<file path="src/fdcrs_pkg.sv">
package fdcrs_pkg;
   // ---------------------------------------------------------------
   // modes and rates
   // ---------------------------------------------------------------
   typedef enum logic [1:0] {FDCRS_MODE_REG, FDCRS_MODE_INT, FDCRS_MODE_EXT} fdcrs_mode_t;
   typedef enum logic [2:0] {FDCRS_R150, FDCRS_R250, FDCRS_R300, FDCRS_R500} fdcrs_rate_t;

   // ---------------------------------------------------------------
   // register map
   // ---------------------------------------------------------------
   localparam logic [3:0] FDCRS_A_CTRL = 4'h0;
   localparam logic [3:0] FDCRS_A_DOR = 4'h1;
   localparam logic [3:0] FDCRS_A_CMD = 4'h2;
   localparam logic [3:0] FDCRS_A_STAT = 4'h3;
   localparam logic [3:0] FDCRS_A_IMC = 4'h4;
   localparam logic [3:0] FDCRS_A_FMT = 4'h5;
   localparam logic [3:0] FDCRS_A_MOT = 4'h6;
   localparam logic [3:0] FDCRS_A_SEL = 4'h7;
   localparam int FDCRS_CMD_IMC = 0;
   localparam int FDCRS_CMD_EXT = 1;
   localparam int FDCRS_CMD_FMT = 2;
   localparam int FDCRS_CMD_MOT = 3;
   localparam logic [7:0] FDCRS_CMD_OP_IMC = 8'h01;
   localparam logic [7:0] FDCRS_CMD_OP_EXT = 8'h02;
   localparam logic [7:0] FDCRS_CMD_OP_FMT = 8'h03;
   localparam logic [7:0] FDCRS_CMD_OP_MOT = 8'h04;
   localparam logic [7:0] FDCRS_CMD_OP_SEL = 8'h05;

   // ---------------------------------------------------------------
   // timing
   // ---------------------------------------------------------------
   localparam int FDCRS_CLKA_KHZ = 32000;
   localparam int FDCRS_CLKB_LO_KHZ = 19200;
   localparam int FDCRS_CLKB_HI_KHZ = 38400;
   localparam int FDCRS_SYS_KHZ = 25000;
   // wide enough for the slowest cell doubled in fm
   localparam int FDCRS_DIVW = 9;
   localparam logic [FDCRS_DIVW-1:0] FDCRS_DIV_R600 = 9'h02A;
   localparam logic [FDCRS_DIVW-1:0] FDCRS_DIV_R500 = 9'h032;
   localparam logic [FDCRS_DIVW-1:0] FDCRS_DIV_R300 = 9'h053;
   localparam logic [FDCRS_DIVW-1:0] FDCRS_DIV_R250 = 9'h064;
   localparam logic [FDCRS_DIVW-1:0] FDCRS_DIV_R150 = 9'h0A6;
endpackage : fdcrs_pkg

</file>
<file path="src/fdcrs_rate_map.sv">
`timescale 1ns/1ps
module fdcrs_rate_map
   import fdcrs_pkg::*;
(
   input wire logic reg_mode_i,
   input wire logic [1:0] code_i,
   input wire logic rate_select_hi_i,
   output fdcrs_rate_t rate_o,
   output logic [1:0] den_low_o
);
   always_comb begin
      rate_o = FDCRS_R250;
      den_low_o = 2'h2;
      if (reg_mode_i) begin
         unique case (code_i)
            2'h0: begin
               rate_o = FDCRS_R500;
               den_low_o = 2'h3;
            end
            2'h1: begin
               if (rate_select_hi_i) begin
                  rate_o = FDCRS_R300;
                  den_low_o = 2'h0;
               end
            end
            2'h2: rate_o = FDCRS_R250;
            2'h3: rate_o = FDCRS_R150;
         endcase
      end else begin
         unique case (code_i)
            2'h0: rate_o = FDCRS_R250;
            2'h1: begin
               rate_o = FDCRS_R500;
               den_low_o = 2'h3;
            end
            2'h2: rate_o = FDCRS_R150;
            2'h3: begin
               rate_o = FDCRS_R300;
               den_low_o = 2'h0;
            end
         endcase
      end
   end
endmodule : fdcrs_rate_map

</file>
<file path="src/fdcrs_bitclk.sv">
`timescale 1ns/1ps
module fdcrs_bitclk
   import fdcrs_pkg::*;
(
   input wire logic clk_i,
   input wire logic rst_n_i,
   input wire logic [FDCRS_DIVW-1:0] div_i,
   output logic tick_o
);
   typedef struct packed {
      logic [FDCRS_DIVW-1:0] cnt;
      logic tick;
   } fdcrs_div_st_t;
   fdcrs_div_st_t s_q, s_d;
   always_comb begin
      s_d = s_q;
      s_d.tick = 1'b0;
      if (s_q.cnt >= div_i - FDCRS_DIVW'(1)) begin
         s_d.cnt = '0;
         s_d.tick = 1'b1;
      end else begin
         s_d.cnt = s_q.cnt + FDCRS_DIVW'(1);
      end
   end
   always_ff @(posedge clk_i or negedge rst_n_i) begin
      if (!rst_n_i) begin
         s_q <= '0;
      end else begin
         s_q <= s_d;
      end
   end
   assign tick_o = s_q.tick;
endmodule : fdcrs_bitclk

</file>
<file path="src/fdcrs_top.sv">
// Operation
// - drive signals active high when polarity_select 0, active low when 1
// - drive outputs idle at inactive level out of reset
// - density outputs follow preset rate at reset, inverted by polarity
// - internal/external codes 00..11 give 250,500,150,300 kb/s
// - register mode ignores rate_select_lo; code 01 depends on rate_select_hi
// - internal mode code from command, external mode from pins
// - fast clock B doubles the 150 and 300 kb/s rates up to 600 kb/s
// - FM recording halves the selected rate
// - tabulated density levels inverted when polarity_select is 0
// - mode pin high gives register mode; else command picks internal/external
// - register mode: drive and motor from output register, precomp from pins
// - internal mode: rate, precomp, drive, format, motor from commands
// - external mode: precomp and format from pins, no vfo mode
// - clock A 32 MHz alone serves 500 and 250 kb/s
//
// The implementer's own choices: the address-and-strobe port and the address map.
`timescale 1ns/1ps
module fdcrs_top
   import fdcrs_pkg::*;
#(
   parameter bit CLKB_FAST = 1'b0,
   parameter bit CLKB_FROM_A = 1'b0
)(
   input wire logic clk_i,
   input wire logic rst_n_i,
   input wire logic [3:0] addr_i,
   input wire logic [7:0] wdata_i,
   input wire logic wr_i,
   input wire logic rd_i,
   output logic [7:0] rdata_o,
   input wire logic polarity_select_i,
   input wire logic mode_select_pin_i,
   input wire logic rate_select_hi_i,
   input wire logic rate_select_lo_i,
   input wire logic precomp_select_0_i,
   input wire logic precomp_select_1_i,
   input wire logic format_select_pin_i,
   input wire logic two_sided_media_i,
   input wire logic dir_req_i,
   input wire logic step_req_i,
   input wire logic side_req_i,
   input wire logic write_gate_req_i,
   input wire logic head_load_req_i,
   input wire logic low_current_req_i,
   input wire logic filter_req_i,
   output logic [3:0] drive_select_outs_o,
   output logic [3:0] motor_enable_outs_o,
   output logic direction_out_o,
   output logic step_out_o,
   output logic side_out_o,
   output logic write_gate_out_o,
   output logic head_load_out_o,
   output logic low_current_out_o,
   output logic filter_out_o,
   output logic density_out_hi_o,
   output logic density_out_lo_o,
   output logic [2:0] precomp_o,
   output logic fm_mode_o,
   output logic clk_src_b_o,
   output logic bit_tick_o,
   output logic two_sided_o
);
   // ---------------------------------------------------------------
   // state
   // ---------------------------------------------------------------
   typedef struct packed {
      fdcrs_mode_t mode;
      logic [1:0] ctrl_code;
      logic [1:0] imc_code;
      logic [1:0] imc_pc;
      logic imc_fm;
      logic [1:0] dor_sel;
      logic [3:0] dor_mot;
      logic [1:0] cmd_sel;
      logic [3:0] cmd_mot;
      logic [7:0] rdata;
      logic [9:0] drv;
      logic [3:0] ds;
      logic [3:0] em;
      logic [1:0] den;
      logic live;
   } fdcrs_st_t;
   fdcrs_st_t s_q, s_d;

   logic [1:0] code;
   fdcrs_rate_t rate;
   logic [1:0] den_low;
   logic fm;
   logic use_b;
   logic [FDCRS_DIVW-1:0] div;
   logic [9:0] drv_act;
   logic [3:0] ds_act;
   logic [3:0] em_act;
   logic [1:0] sel;

   // ---------------------------------------------------------------
   // rate selection
   // ---------------------------------------------------------------
   always_comb begin
      unique case (s_q.mode)
         FDCRS_MODE_REG: code = s_q.ctrl_code;
         FDCRS_MODE_INT: code = s_q.imc_code;
         FDCRS_MODE_EXT: code = {rate_select_hi_i, rate_select_lo_i};
         default: code = s_q.ctrl_code;
      endcase
   end

   fdcrs_rate_map u_map (
      .reg_mode_i(s_q.mode == FDCRS_MODE_REG),
      .code_i(code),
      .rate_select_hi_i(rate_select_hi_i),
      .rate_o(rate),
      .den_low_o(den_low)
   );

   // format: command in internal mode, pin otherwise
   assign fm = (s_q.mode == FDCRS_MODE_INT) ? s_q.imc_fm : format_select_pin_i;

   // clock A for 500/250; crystal-less builds feed A into B so B math uses A
   assign use_b = !CLKB_FROM_A && (rate == FDCRS_R150 || rate == FDCRS_R300);

   // divider per bit cell at 25 MHz system clock, scaled from source/rate
   always_comb begin
      unique case (rate)
         FDCRS_R500: div = FDCRS_DIV_R500;
         FDCRS_R250: div = FDCRS_DIV_R250;
         FDCRS_R300: div = CLKB_FAST ? FDCRS_DIV_R600 : FDCRS_DIV_R300;
         FDCRS_R150: div = CLKB_FAST ? FDCRS_DIV_R300 : FDCRS_DIV_R150;
         default: div = FDCRS_DIV_R250;
      endcase
      if (fm) begin
         div = {div[FDCRS_DIVW-2:0], 1'b0};
      end
   end

   fdcrs_bitclk u_div (
      .clk_i(clk_i),
      .rst_n_i(rst_n_i),
      .div_i(div),
      .tick_o(bit_tick_o)
   );

   // ---------------------------------------------------------------
   // drive interface
   // ---------------------------------------------------------------
   assign drv_act = {filter_req_i, low_current_req_i, head_load_req_i, write_gate_req_i,
                     side_req_i, step_req_i, dir_req_i, 3'h0};
   assign sel = (s_q.mode == FDCRS_MODE_REG) ? s_q.dor_sel : s_q.cmd_sel;
   always_comb begin
      ds_act = '0;
      ds_act[sel] = 1'b1;
      em_act = (s_q.mode == FDCRS_MODE_REG) ? s_q.dor_mot : s_q.cmd_mot;
   end

   // ---------------------------------------------------------------
   // registers and commands
   // ---------------------------------------------------------------
   always_comb begin
      s_d = s_q;
      s_d.rdata = '0;
      if (mode_select_pin_i) begin
         s_d.mode = FDCRS_MODE_REG;
      end else if (s_q.mode == FDCRS_MODE_REG) begin
         s_d.mode = FDCRS_MODE_INT;
      end
      if (wr_i) begin
         unique case (addr_i)
            FDCRS_A_CTRL: s_d.ctrl_code = wdata_i[1:0];
            FDCRS_A_DOR: begin
               s_d.dor_sel = wdata_i[1:0];
               s_d.dor_mot = wdata_i[7:4];
            end
            FDCRS_A_CMD: begin
               if (!mode_select_pin_i) begin
                  unique case (wdata_i)
                     FDCRS_CMD_OP_IMC: s_d.mode = FDCRS_MODE_INT;
                     FDCRS_CMD_OP_EXT: s_d.mode = FDCRS_MODE_EXT;
                     default: s_d.mode = s_d.mode;
                  endcase
               end
            end
            FDCRS_A_IMC: begin
               s_d.imc_code = wdata_i[1:0];
               s_d.imc_pc = wdata_i[3:2];
            end
            FDCRS_A_FMT: s_d.imc_fm = wdata_i[0];
            FDCRS_A_MOT: s_d.cmd_mot = wdata_i[3:0];
            FDCRS_A_SEL: s_d.cmd_sel = wdata_i[1:0];
            default: s_d.mode = s_d.mode;
         endcase
      end
      if (rd_i) begin
         unique case (addr_i)
            FDCRS_A_CTRL: s_d.rdata = {6'h00, s_q.ctrl_code};
            FDCRS_A_DOR: s_d.rdata = {s_q.dor_mot, 2'h0, s_q.dor_sel};
            FDCRS_A_STAT: s_d.rdata = {1'b0, fm, 1'b0, rate, s_q.mode};
            default: s_d.rdata = '0;
         endcase
      end
      s_d.drv = drv_act ^ {10{polarity_select_i}};
      s_d.ds = ds_act ^ {4{polarity_select_i}};
      s_d.em = em_act ^ {4{polarity_select_i}};
      s_d.den = polarity_select_i ? den_low : ~den_low;
      s_d.live = 1'b1;
   end

   always_ff @(posedge clk_i or negedge rst_n_i) begin
      if (!rst_n_i) begin
         s_q <= '0;
      end else begin
         s_q <= s_d;
      end
   end

   // cleared registers hold no polarity, so strap level until first edge after reset
   assign direction_out_o = s_q.live ? s_q.drv[3] : polarity_select_i;
   assign step_out_o = s_q.live ? s_q.drv[4] : polarity_select_i;
   assign side_out_o = s_q.live ? s_q.drv[5] : polarity_select_i;
   assign write_gate_out_o = s_q.live ? s_q.drv[6] : polarity_select_i;
   assign head_load_out_o = s_q.live ? s_q.drv[7] : polarity_select_i;
   assign low_current_out_o = s_q.live ? s_q.drv[8] : polarity_select_i;
   assign filter_out_o = s_q.live ? s_q.drv[9] : polarity_select_i;
   assign drive_select_outs_o = s_q.live ? s_q.ds : {4{polarity_select_i}};
   assign motor_enable_outs_o = s_q.live ? s_q.em : {4{polarity_select_i}};
   assign density_out_hi_o = s_q.live ? s_q.den[1] : (den_low[1] ~^ polarity_select_i);
   assign density_out_lo_o = s_q.live ? s_q.den[0] : (den_low[0] ~^ polarity_select_i);
   assign precomp_o = (s_q.mode == FDCRS_MODE_INT) ? {1'b0, s_q.imc_pc}
                      : {rate_select_hi_i, precomp_select_1_i, precomp_select_0_i};
   assign fm_mode_o = fm;
   assign clk_src_b_o = use_b;
   assign two_sided_o = two_sided_media_i ^ polarity_select_i;
   assign rdata_o = s_q.rdata;
endmodule : fdcrs_top

</file>
<file path="config.mk">
export PLATFORM = sky130hd
export DESIGN_NAME = fdcrs_top
export DESIGN_NICKNAME = d
export VERILOG_FILES = /design/src/fdcrs_pkg.sv /design/src/fdcrs_rate_map.sv /design/src/fdcrs_bitclk.sv /design/src/fdcrs_top.sv
export SDC_FILE = /design/constraint.sdc
export NUM_CORES = 1
export LEC_CHECK = 0
export ABC_AREA = 1
export BUFFER_PORTS_ARGS = -buffer_cell sky130_fd_sc_hd__clkbuf_2
export CAP_MARGIN = 20
export CORE_ASPECT_RATIO = 0.5
export CORE_MARGIN = 1
export CORE_UTILIZATION = 55
export DETAILED_ROUTE_END_ITERATION = 16
export PLACE_DENSITY = 0.81
export SYNTH_ARGS = -nofsm -noshare
export SYNTH_HDL_FRONTEND = slang
export SYNTH_SLANG_ARGS = --single-unit
</file>
<file path="constraint.sdc">
create_clock -name clk_i -period 4.45 [get_ports clk_i]
set_input_delay 0.2225 -clock clk_i [delete_from_list [all_inputs] [get_ports clk_i]]
set_output_delay 0.2225 -clock clk_i [all_outputs]
set_load 0.05 [all_outputs]
</file>
# == Yosys cells after proc, flatten, opt, wreduce, memory -nomap -nowiden ==
# Index checks and enable logic that the tools add are counted.
# classes
addsub,2
shift,0
n_eq_ne,16
n_mux,45
n_bitwise,7
reduce_logical,12
div_mod_pow,0
mul,0
order_cmp,3
# op_table
cell,n
one-hot mux 8 bit (3 select lines),2
one-hot mux 3 bit (4 select lines),2
2-to-1 mux 2 bit,11
2-to-1 mux 21 bit,1
2-to-1 mux 4 bit,5
2-to-1 mux 9 bit,2
equality test 4 x 3 -> 1 bit (second input constant),4
one-hot mux 2 bit (2 select lines),4
2-to-1 mux 1 bit,13
AND reduction 2 bit,6
bitwise XOR 10 bit,1
adder 9 x 1 -> 9 bit (second input constant),1
greater-or-equal comparator 9 bit,1
subtractor 9 x 1 -> 9 bit (second input constant),1
equality test 4 x 2 -> 1 bit (second input constant),2
equality test 8 x 1 -> 1 bit (second input constant),1
equality test 8 x 2 -> 1 bit (second input constant),1
2-to-1 mux 8 bit,1
bitwise XOR 4 bit,2
equality test 2 bit (second input constant),3
equality test 3 x 2 -> 1 bit (second input constant),2
2-to-1 mux 3 bit,2
2-to-1 mux 6 bit,1
equality test 2 x 1 -> 1 bit (second input constant),2
other kinds (12),14
# word_totals
latch_bits,0
out_inout_bits,32
wordCells,102
inputBits,31
mem_bits_ro,0
regBits,60
memories,0
ramBits,0

# == Longest topological paths before layout ==
# Gate-level depths: netlist of the first run.
# depth
depth_word,11
depth_mapped,23

# == By module ==
# From an unflattened synthesis of the first run, not the netlist that was laid out.
# unflattened
hier_cells,438
area_unflattened_um2,3405.8
# modules_own_cells
module,n_inst,area_per_inst_um2,cells_per_inst
fdcrs_top,1,2407.3,303
fdcrs_bitclk,1,913.4,120
fdcrs_rate_map,1,85.1,15

# == Worst setup path after synthesis of the first run ==
# OpenSTA, ideal clock, no wires.
# synth_path
path_kind,reg-to-reg
start,register s_q[49] in the netlist's numbering
end,register u_div.s_q[1] in the netlist's numbering
path_buffers,0
required_ns,4.374
path_stages_with_launch,21
slack_ns,1.057
arrival_ns,3.317
cell_sequence,dfrtp_1 -> inv_1 -> ha_1 -> or2_1 -> nand2_1 -> inv_1 -> o21ai_2 -> inv_2 -> ha_1 -> inv_1 -> nand2_4 -> o21ai_0 -> ha_1 -> nand4_1 -> xor2_1 -> ha_1 -> a21oi_1 -> o21ai_0 -> nand2_1 -> nand4_2 -> nor2_1
# synth_rtl
element,line_no,text
"start, declared",fdcrs_top.sv:84,"fdcrs_st_t s_q, s_d;"
"start signal, assigned",fdcrs_top.sv:210,s_q <= '0;
"start signal, assigned",fdcrs_top.sv:212,s_q <= s_d;
"end signal, assigned",fdcrs_bitclk.sv:27,s_q <= '0;
"end signal, assigned",fdcrs_bitclk.sv:29,s_q <= s_d;
"end, declared",fdcrs_bitclk.sv:14,"fdcrs_div_st_t s_q, s_d;"

==> impl_metrics.toml, run 1 <==
[floorplan]
initial_utilization_pct = 58.7
die_w_um = 112
die_area_mm2 = 0.00637
core_area_mm2 = 0.00566
rows = 19
die_h_um = 57.0
io_pins = 63

[placed_design]
place_congestion = 0.822
io_buffer_count = 62
post_dp_cell_area_mm2 = 0.00362
dp_hpwl_um = 4800

[final_layout]
fin_util_pct = 70.7
drive_gt1_share_pct = 23.8
antenna_cells = 0
fin_nets = 505
stdcell_area_mm2 = 0.00400
area_growth_pct = 20.3

[grt]
grt_pass1_wl_um = 12300
grt_start_max_net_pins = 58
grt_use_total_pct = 25.1
antenna_found_initial = 0
grt_pass1_vias = 2665
grt_overflow = 0

[synthesis]
synth.area.top_cells = "dfrtp_1 (43%), nand2_1 (12%), ha_1 (7.9%)"
synth_top_area_share_pct = 42.9
synth_common_cells = "nand2_1 (102), dfrtp_1 (57), inv_1 (37), nor2_1 (35), xor2_1 (23)"
syn-num-nets = 447
yosysWarnings = 0
ys_ff_latch = 57
synth_flop_cell = "dfrtp_1"
synthCells = 395
async_reset_ff_share_pct = 100
yosysMostFrequentCell = "nand2_1"
yosysSeqAreaShare_pct = 42.9
synth_area_mm2 = 0.00332
synth_top_area_cell = "dfrtp_1"
synth_edf_count = 0
synthDistinctLibCells = 38
syn_area_per_cell_um2 = 8.41

[setup_path]
reg2reg_slack_ps = 650
rr_startpoint = "s_q[49]"
startpoint_type = "flop"
reg2regPathDepth = 20
crit_required_ps = 4690
critPathMaxFanout = 10
r2r-end = "u_div.s_q[1]"
endpoint_kind = "flop"
worst_ep_arrival_time_ps = 4040
path_class = "flop to flop"

[sta]
worst_clock_skew_ps = 6.27
rsz0062_at_grt = "no"
finalCriticalPeriod_ps = 3800
whs_ps = 30.2
max_slew_margin_pct = 53.0
finalSetupTns_ps = 0
min_period_over_period_pct = 85.3
setup_viol = 0
slew_violations = 0
fmax_mhz = 263
hold_violations = 0
tightest_slew_ps = 705

[drt]
vias_per_cell = 5.18
routed_wl_um = 7150
ant_nets = 0
drc = 1
first_pass_iters = 11
wl_per_cell_um = 13.5
num_vias = 2753
drtIter0Drc = 187

[power]
power.leakage_nw = 2.12
power_density_mw_per_mm2 = 528
ir_drop_mv = 0.248
seqPwrFrac_pct = 32.6
p_int_mw = 1.44
netSwitchingFraction_pct = 31.8
power_frac_clock_pct = 40.7
combPwrFrac_pct = 26.7
p_sw_mw = 0.672

[clocking]
clock_path_buffers = 2
cts_made_buffers = 9
cts_tree = "done"
ctsResizeCount = 0
htreeDepth = 3
root_buffer = "clkbuf_16"
insertion_delay_ps = 330
postCtsSetupBuffers = 0
postCtsHoldBufs = 0
cts_sinks = 57
clk_pin_slew_ps = 50

[run_status]
violations = "design-rule violations"
status = "complete, but fails checks"

[run]
max_cap_violations = 0

[hold_path]
hold_class = "primary input to async pin"
-- flip-flops by register name, indices dropped and copies added (netlist names) --
| register | cells |
|---|---|
| u_div.s_q | 9 |
| s_q | 39 |
| u_div.tick_o | 1 |
| rdata_o | 8 |
-- final cells by class --
type / instances / area [µm²]
Clock buffer: 11 / 253
Clock inverter: 5 / 125
Fill cell: 446 / 1660
Inverter: 43 / 161
Multi-Input combinational cell: 279 / 1620
Sequential cell: 57 / 1430
Tap cell: 73 / 91.3
Timing Repair Buffer: 63 / 318
-- power groups by stage --
stage	registers, mW	logic, mW	clock network (mW)
after floorplan	0.684	0.432	0
after global placement	0.689	0.542	0
after detailed placement	0.691	0.555	0
after CTS	0.687	0.569	0.866
after global routing	0.699	0.637	0.897
final	0.688	0.565	0.859
-- routing by layer --
| layer | up-vias | global-route usage (%) | wire length [µm] |
|---|---|---|---|
| met3 | 14 | 6.80 | 300 |
| met2 | 64 | 44.4 | 3630 |
| li1 | 1362 | - | - |
| met4 | 0 | 8.88 | 117 |
| met5 | - | 0 | 0 |
| met1 | 1313 | 30.3 | 3100 |
-- critical path, stage by stage (launching register included) --
cell and delay, ps:
dfrtp_1 410, inv_1 120, ha_1 360, nand2_1 110, nand3_1 110, nand3_1 130
o211ai_2 300, inv_1 140, ha_1 240, inv_1 100, nand2_4 60, o21ai_0 100
ha_1 250, nand4_1 120, xor2_1 160, ha_1 310, a21oi_1 130, o21ai_0 90
nand2_1 80, nand4_2 230, nor2_1 180
-- worst max path at each step --
stage | start | depth (start not counted) | slack (ps) | end
after floorplan | s_q[49] | 20 | 1060 | u_div.s_q[1]
final | s_q[49] | 20 | 650 | u_div.s_q[1]
after global routing | s_q[49] | 20 | 300 | u_div.s_q[1]
after detailed placement | s_q[49] | 18 | 740 | u_div.s_q[3]
after global placement | s_q[49] | 18 | 890 | u_div.s_q[9]
after CTS | s_q[49] | 20 | 660 | u_div.s_q[1]
-- stage by stage --
stage | total power [mW] | instances | setup slack [ps]
finish | 2.11 | 531 | 654
floorplan | 1.12 | 395 | 1060
detailed placement | 1.25 | 515 | 735
CTS | 2.12 | 531 | 656
global placement | 1.23 | 515 | 890
global route | 2.23 | 531 | 298
-- cells in the final DEF (no fill, tap or decap), drive strengths merged, types with 2 or more instances in the layout --
cell    instances
or2             6
a21oi           8
mux2            2
inv            43
nand3          19
ha             21
xor2           23
and2            2
o21ai          30
xnor2           2
o211ai          4
nand2         104
nand3b          4
nand4           9
bufinv          4
clkbuf         73
dfrtp          57
nor2           39
-- cell families after synthesis --
family / count (synthesis) / synth area share, %
compound gates: 45 / 8.70
flops: 57 / 42.9
buf+inv: 59 / 8.21
xor+xnor: 25 / 6.59
mux: 2 / 0.678
other cells: 1 / 0.113
simple gates: 185 / 24.9
fa+ha+maj: 21 / 7.91
No activity file was read; power rests on OpenSTA's default activity.
==> inputs of run 2 (changes only) <==
--- a/config.mk
+++ b/config.mk
@@ -8,5 +8,5 @@
 export ABC_AREA = 1
 export BUFFER_PORTS_ARGS = -buffer_cell sky130_fd_sc_hd__clkbuf_2
-export CAP_MARGIN = 20
+export CAP_MARGIN = 15
 export CORE_ASPECT_RATIO = 0.5
 export CORE_MARGIN = 1
@@ -16,3 +16,4 @@
 export SYNTH_ARGS = -nofsm -noshare
 export SYNTH_HDL_FRONTEND = slang
+export SYNTH_HIERARCHICAL = 1
 export SYNTH_SLANG_ARGS = --single-unit
==> constraint.sdc (replaced) <==
create_clock -name clk_i -period 4.45 [get_ports clk_i]
set_input_delay 0.2225 -clock clk_i [delete_from_list [all_inputs] [get_ports clk_i]]
set_output_delay 0.2225 -clock clk_i [all_outputs]
set_load 0.01 [all_outputs]
==> impl_metrics.toml, run 2 <==
[synthesis]
synth.area.top_cells = "dfrtp_1 (42%), nand2_1 (15%), ha_1 (5.5%)"
synthCells = 438
synth_common_cells = "nand2_1 (139), dfrtp_1 (57), inv_1 (46), nor2_1 (42), xor2_1 (20)"
ys_ff_latch = 57
yosysWarnings = 6
synth_top_area_cell = "dfrtp_1"
synth_flop_cell = "dfrtp_1"
synth_top_area_share_pct = 41.9
async_reset_ff_share_pct = 100
synth_area_mm2 = 0.00341
synthDistinctLibCells = 34
synth_edf_count = 0
syn-num-nets = 484
yosysMostFrequentCell = "nand2_1"
yosysSeqAreaShare_pct = 41.9
syn_area_per_cell_um2 = 7.78

[setup_path]
endpoint_kind = "flop"
worst_ep_arrival_time_ps = 4180
critPathMaxFanout = 10
critPathLaunch = "s_q[49]"
rr_startpoint = "s_q[49]"
r2r-end = "u_div/tick_o"
reg2reg_slack_ps = 480
startpoint_type = "flop"
path_class = "flop to flop"
reg2regPathDepth = 21
crit_required_ps = 4660
endpoint = "u_div/tick_o"

[clocking]
clock_path_buffers = 2
postCtsHoldBufs = 0
cts_sinks = 57
insertion_delay_ps = 320
postCtsSetupBuffers = 0
cts_made_buffers = 9
cts_tree = "done"
htreeDepth = 3
ctsResizeCount = 0
clk_pin_slew_ps = 50
root_buffer = "clkbuf_16"

[drt]
drtIter0Drc = 173
wl_per_cell_um = 12.7
first_pass_iters = 6
routed_wl_um = 7390
num_vias = 2914
vias_per_cell = 4.99
drc = 0
ant_nets = 0

[sta]
worst_clock_skew_ps = 5.55
fmax_mhz = 252
tightest_slew_ps = 703
min_period_over_period_pct = 89.2
max_slew_margin_pct = 53.0
finalCriticalPeriod_ps = 3970
rsz0062_at_grt = "no"
slew_violations = 0
whs_ps = 23.8
finalSetupTns_ps = 0
setup_viol = 0
hold_violations = 0

[grt]
antenna_found_initial = 0
grt_pass1_wl_um = 13000
grt_use_total_pct = 26.4
grt_overflow = 0
grt_start_max_net_pins = 58
grt_pass1_vias = 2868

[final_layout]
antenna_cells = 0
fin_cells = 584
layout_common_cells = "nand2_1 (139), clkbuf_2 (62), dfrtp_1 (57)"
area_growth_pct = 17.7
largest_reg_flops = 39
final_common_cell = "nand2_1"
largest-register = "s_q"
fin_util_pct = 69.9
fin_nets = 541
drive_gt1_share_pct = 20.0

[floorplan]
die_h_um = 57.6
core_area_mm2 = 0.00573
initial_utilization_pct = 59.4
io_pins = 63
die_area_mm2 = 0.00653
rows = 19
die_w_um = 113

[placed_design]
io_buffer_count = 62
dp_hpwl_um = 5050
place_congestion = 0.791
dp_cells = 568

[power]
power.leakage_nw = 2.11
ir_drop_mv = 0.229
power_density_mw_per_mm2 = 467

[run_status]
status = "finished clean"

[hold_path]
hold_class = "primary input to async pin"

[run]
max_cap_violations = 0
run 2: cells by family after synthesis:
logic type	Yosys count	synth area share, %
AND/OR/NAND/NOR	230	28.7
flip-flops	57	41.9
other	2	0.221
AO/OA/AOI/OAI	39	7.57
XOR/XNOR	28	7.20
buffers and inverters	67	8.89
adder cells (fa/ha/maj)	15	5.51
run 2: how the worst min path moves through the flow:
stage	start	end	slack, ps	cells after the start
after floorplan	rst_n_i	rdata_o[0]	-70	0
after global placement	rst_n_i	s_q[32]	390	2
after detailed placement	rst_n_i	s_q[32]	400	2
after CTS	rst_n_i	s_q[31]	50	2
after global routing	step_req_i	s_q[15]	70	2
final	rst_n_i	s_q[32]	20	2
run 2: where the power goes:
part / switching [mW] / total (mW) / internal (mW) / leakage, nW
Combinational: 0.309 / 0.509 / 0.199 / 1.26
Clock: 0.221 / 0.667 / 0.446 / 0.144
Sequential: 0.0768 / 0.696 / 0.619 / 0.711
run 2: stage by stage:
stage | cell area (µm²) | total power [mW] | setup slack, ps
after floorplan | 3410 | 1.06 | 885
after global placement | 3720 | 1.18 | 790
after detailed placement | 3720 | 1.20 | 599
after CTS | 4010 | 1.88 | 463
after global routing | 4010 | 2.00 | 26.3
final | 4010 | 1.87 | 481
run 2: area by class of cell:
cell class	count	area, µm²
Clock buffer	13	250
Tap cell	84	105
Sequential cell	57	1430
Fill cell	467	1720
Clock inverter	3	40.0
Inverter	49	184
Multi-Input combinational cell	314	1680
Timing Repair Buffer	64	325
run 2: worst max-delay path, stage by stage (launching register included):
cell and delay, ps:
dfrtp_1 410, inv_1 110, ha_1 370, nand2_1 90, a31oi_1 360, o21bai_4 210
nand2_1 120, nor2_1 200, nand2_1 90, and2_1 180, nor2_1 100, inv_1 60
ha_1 210, nand3b_1 170, nor2_1 70, xnor2_1 130, ha_1 300, nand2_2 100
inv_2 50, a21oi_4 160, nand3_4 140, or2_1 230
run 2: per-layer routing:
| layer | wire, µm | global-route usage [%] | share of wire [%] |
|---|---|---|---|
| met3 | 341 | 6.90 | 4.6 |
| met4 | 211 | 13.7 | 2.9 |
| met2 | 3590 | 44.7 | 49 |
| met1 | 3250 | 31.8 | 44 |
| met5 | 0 | 0 | 0 |
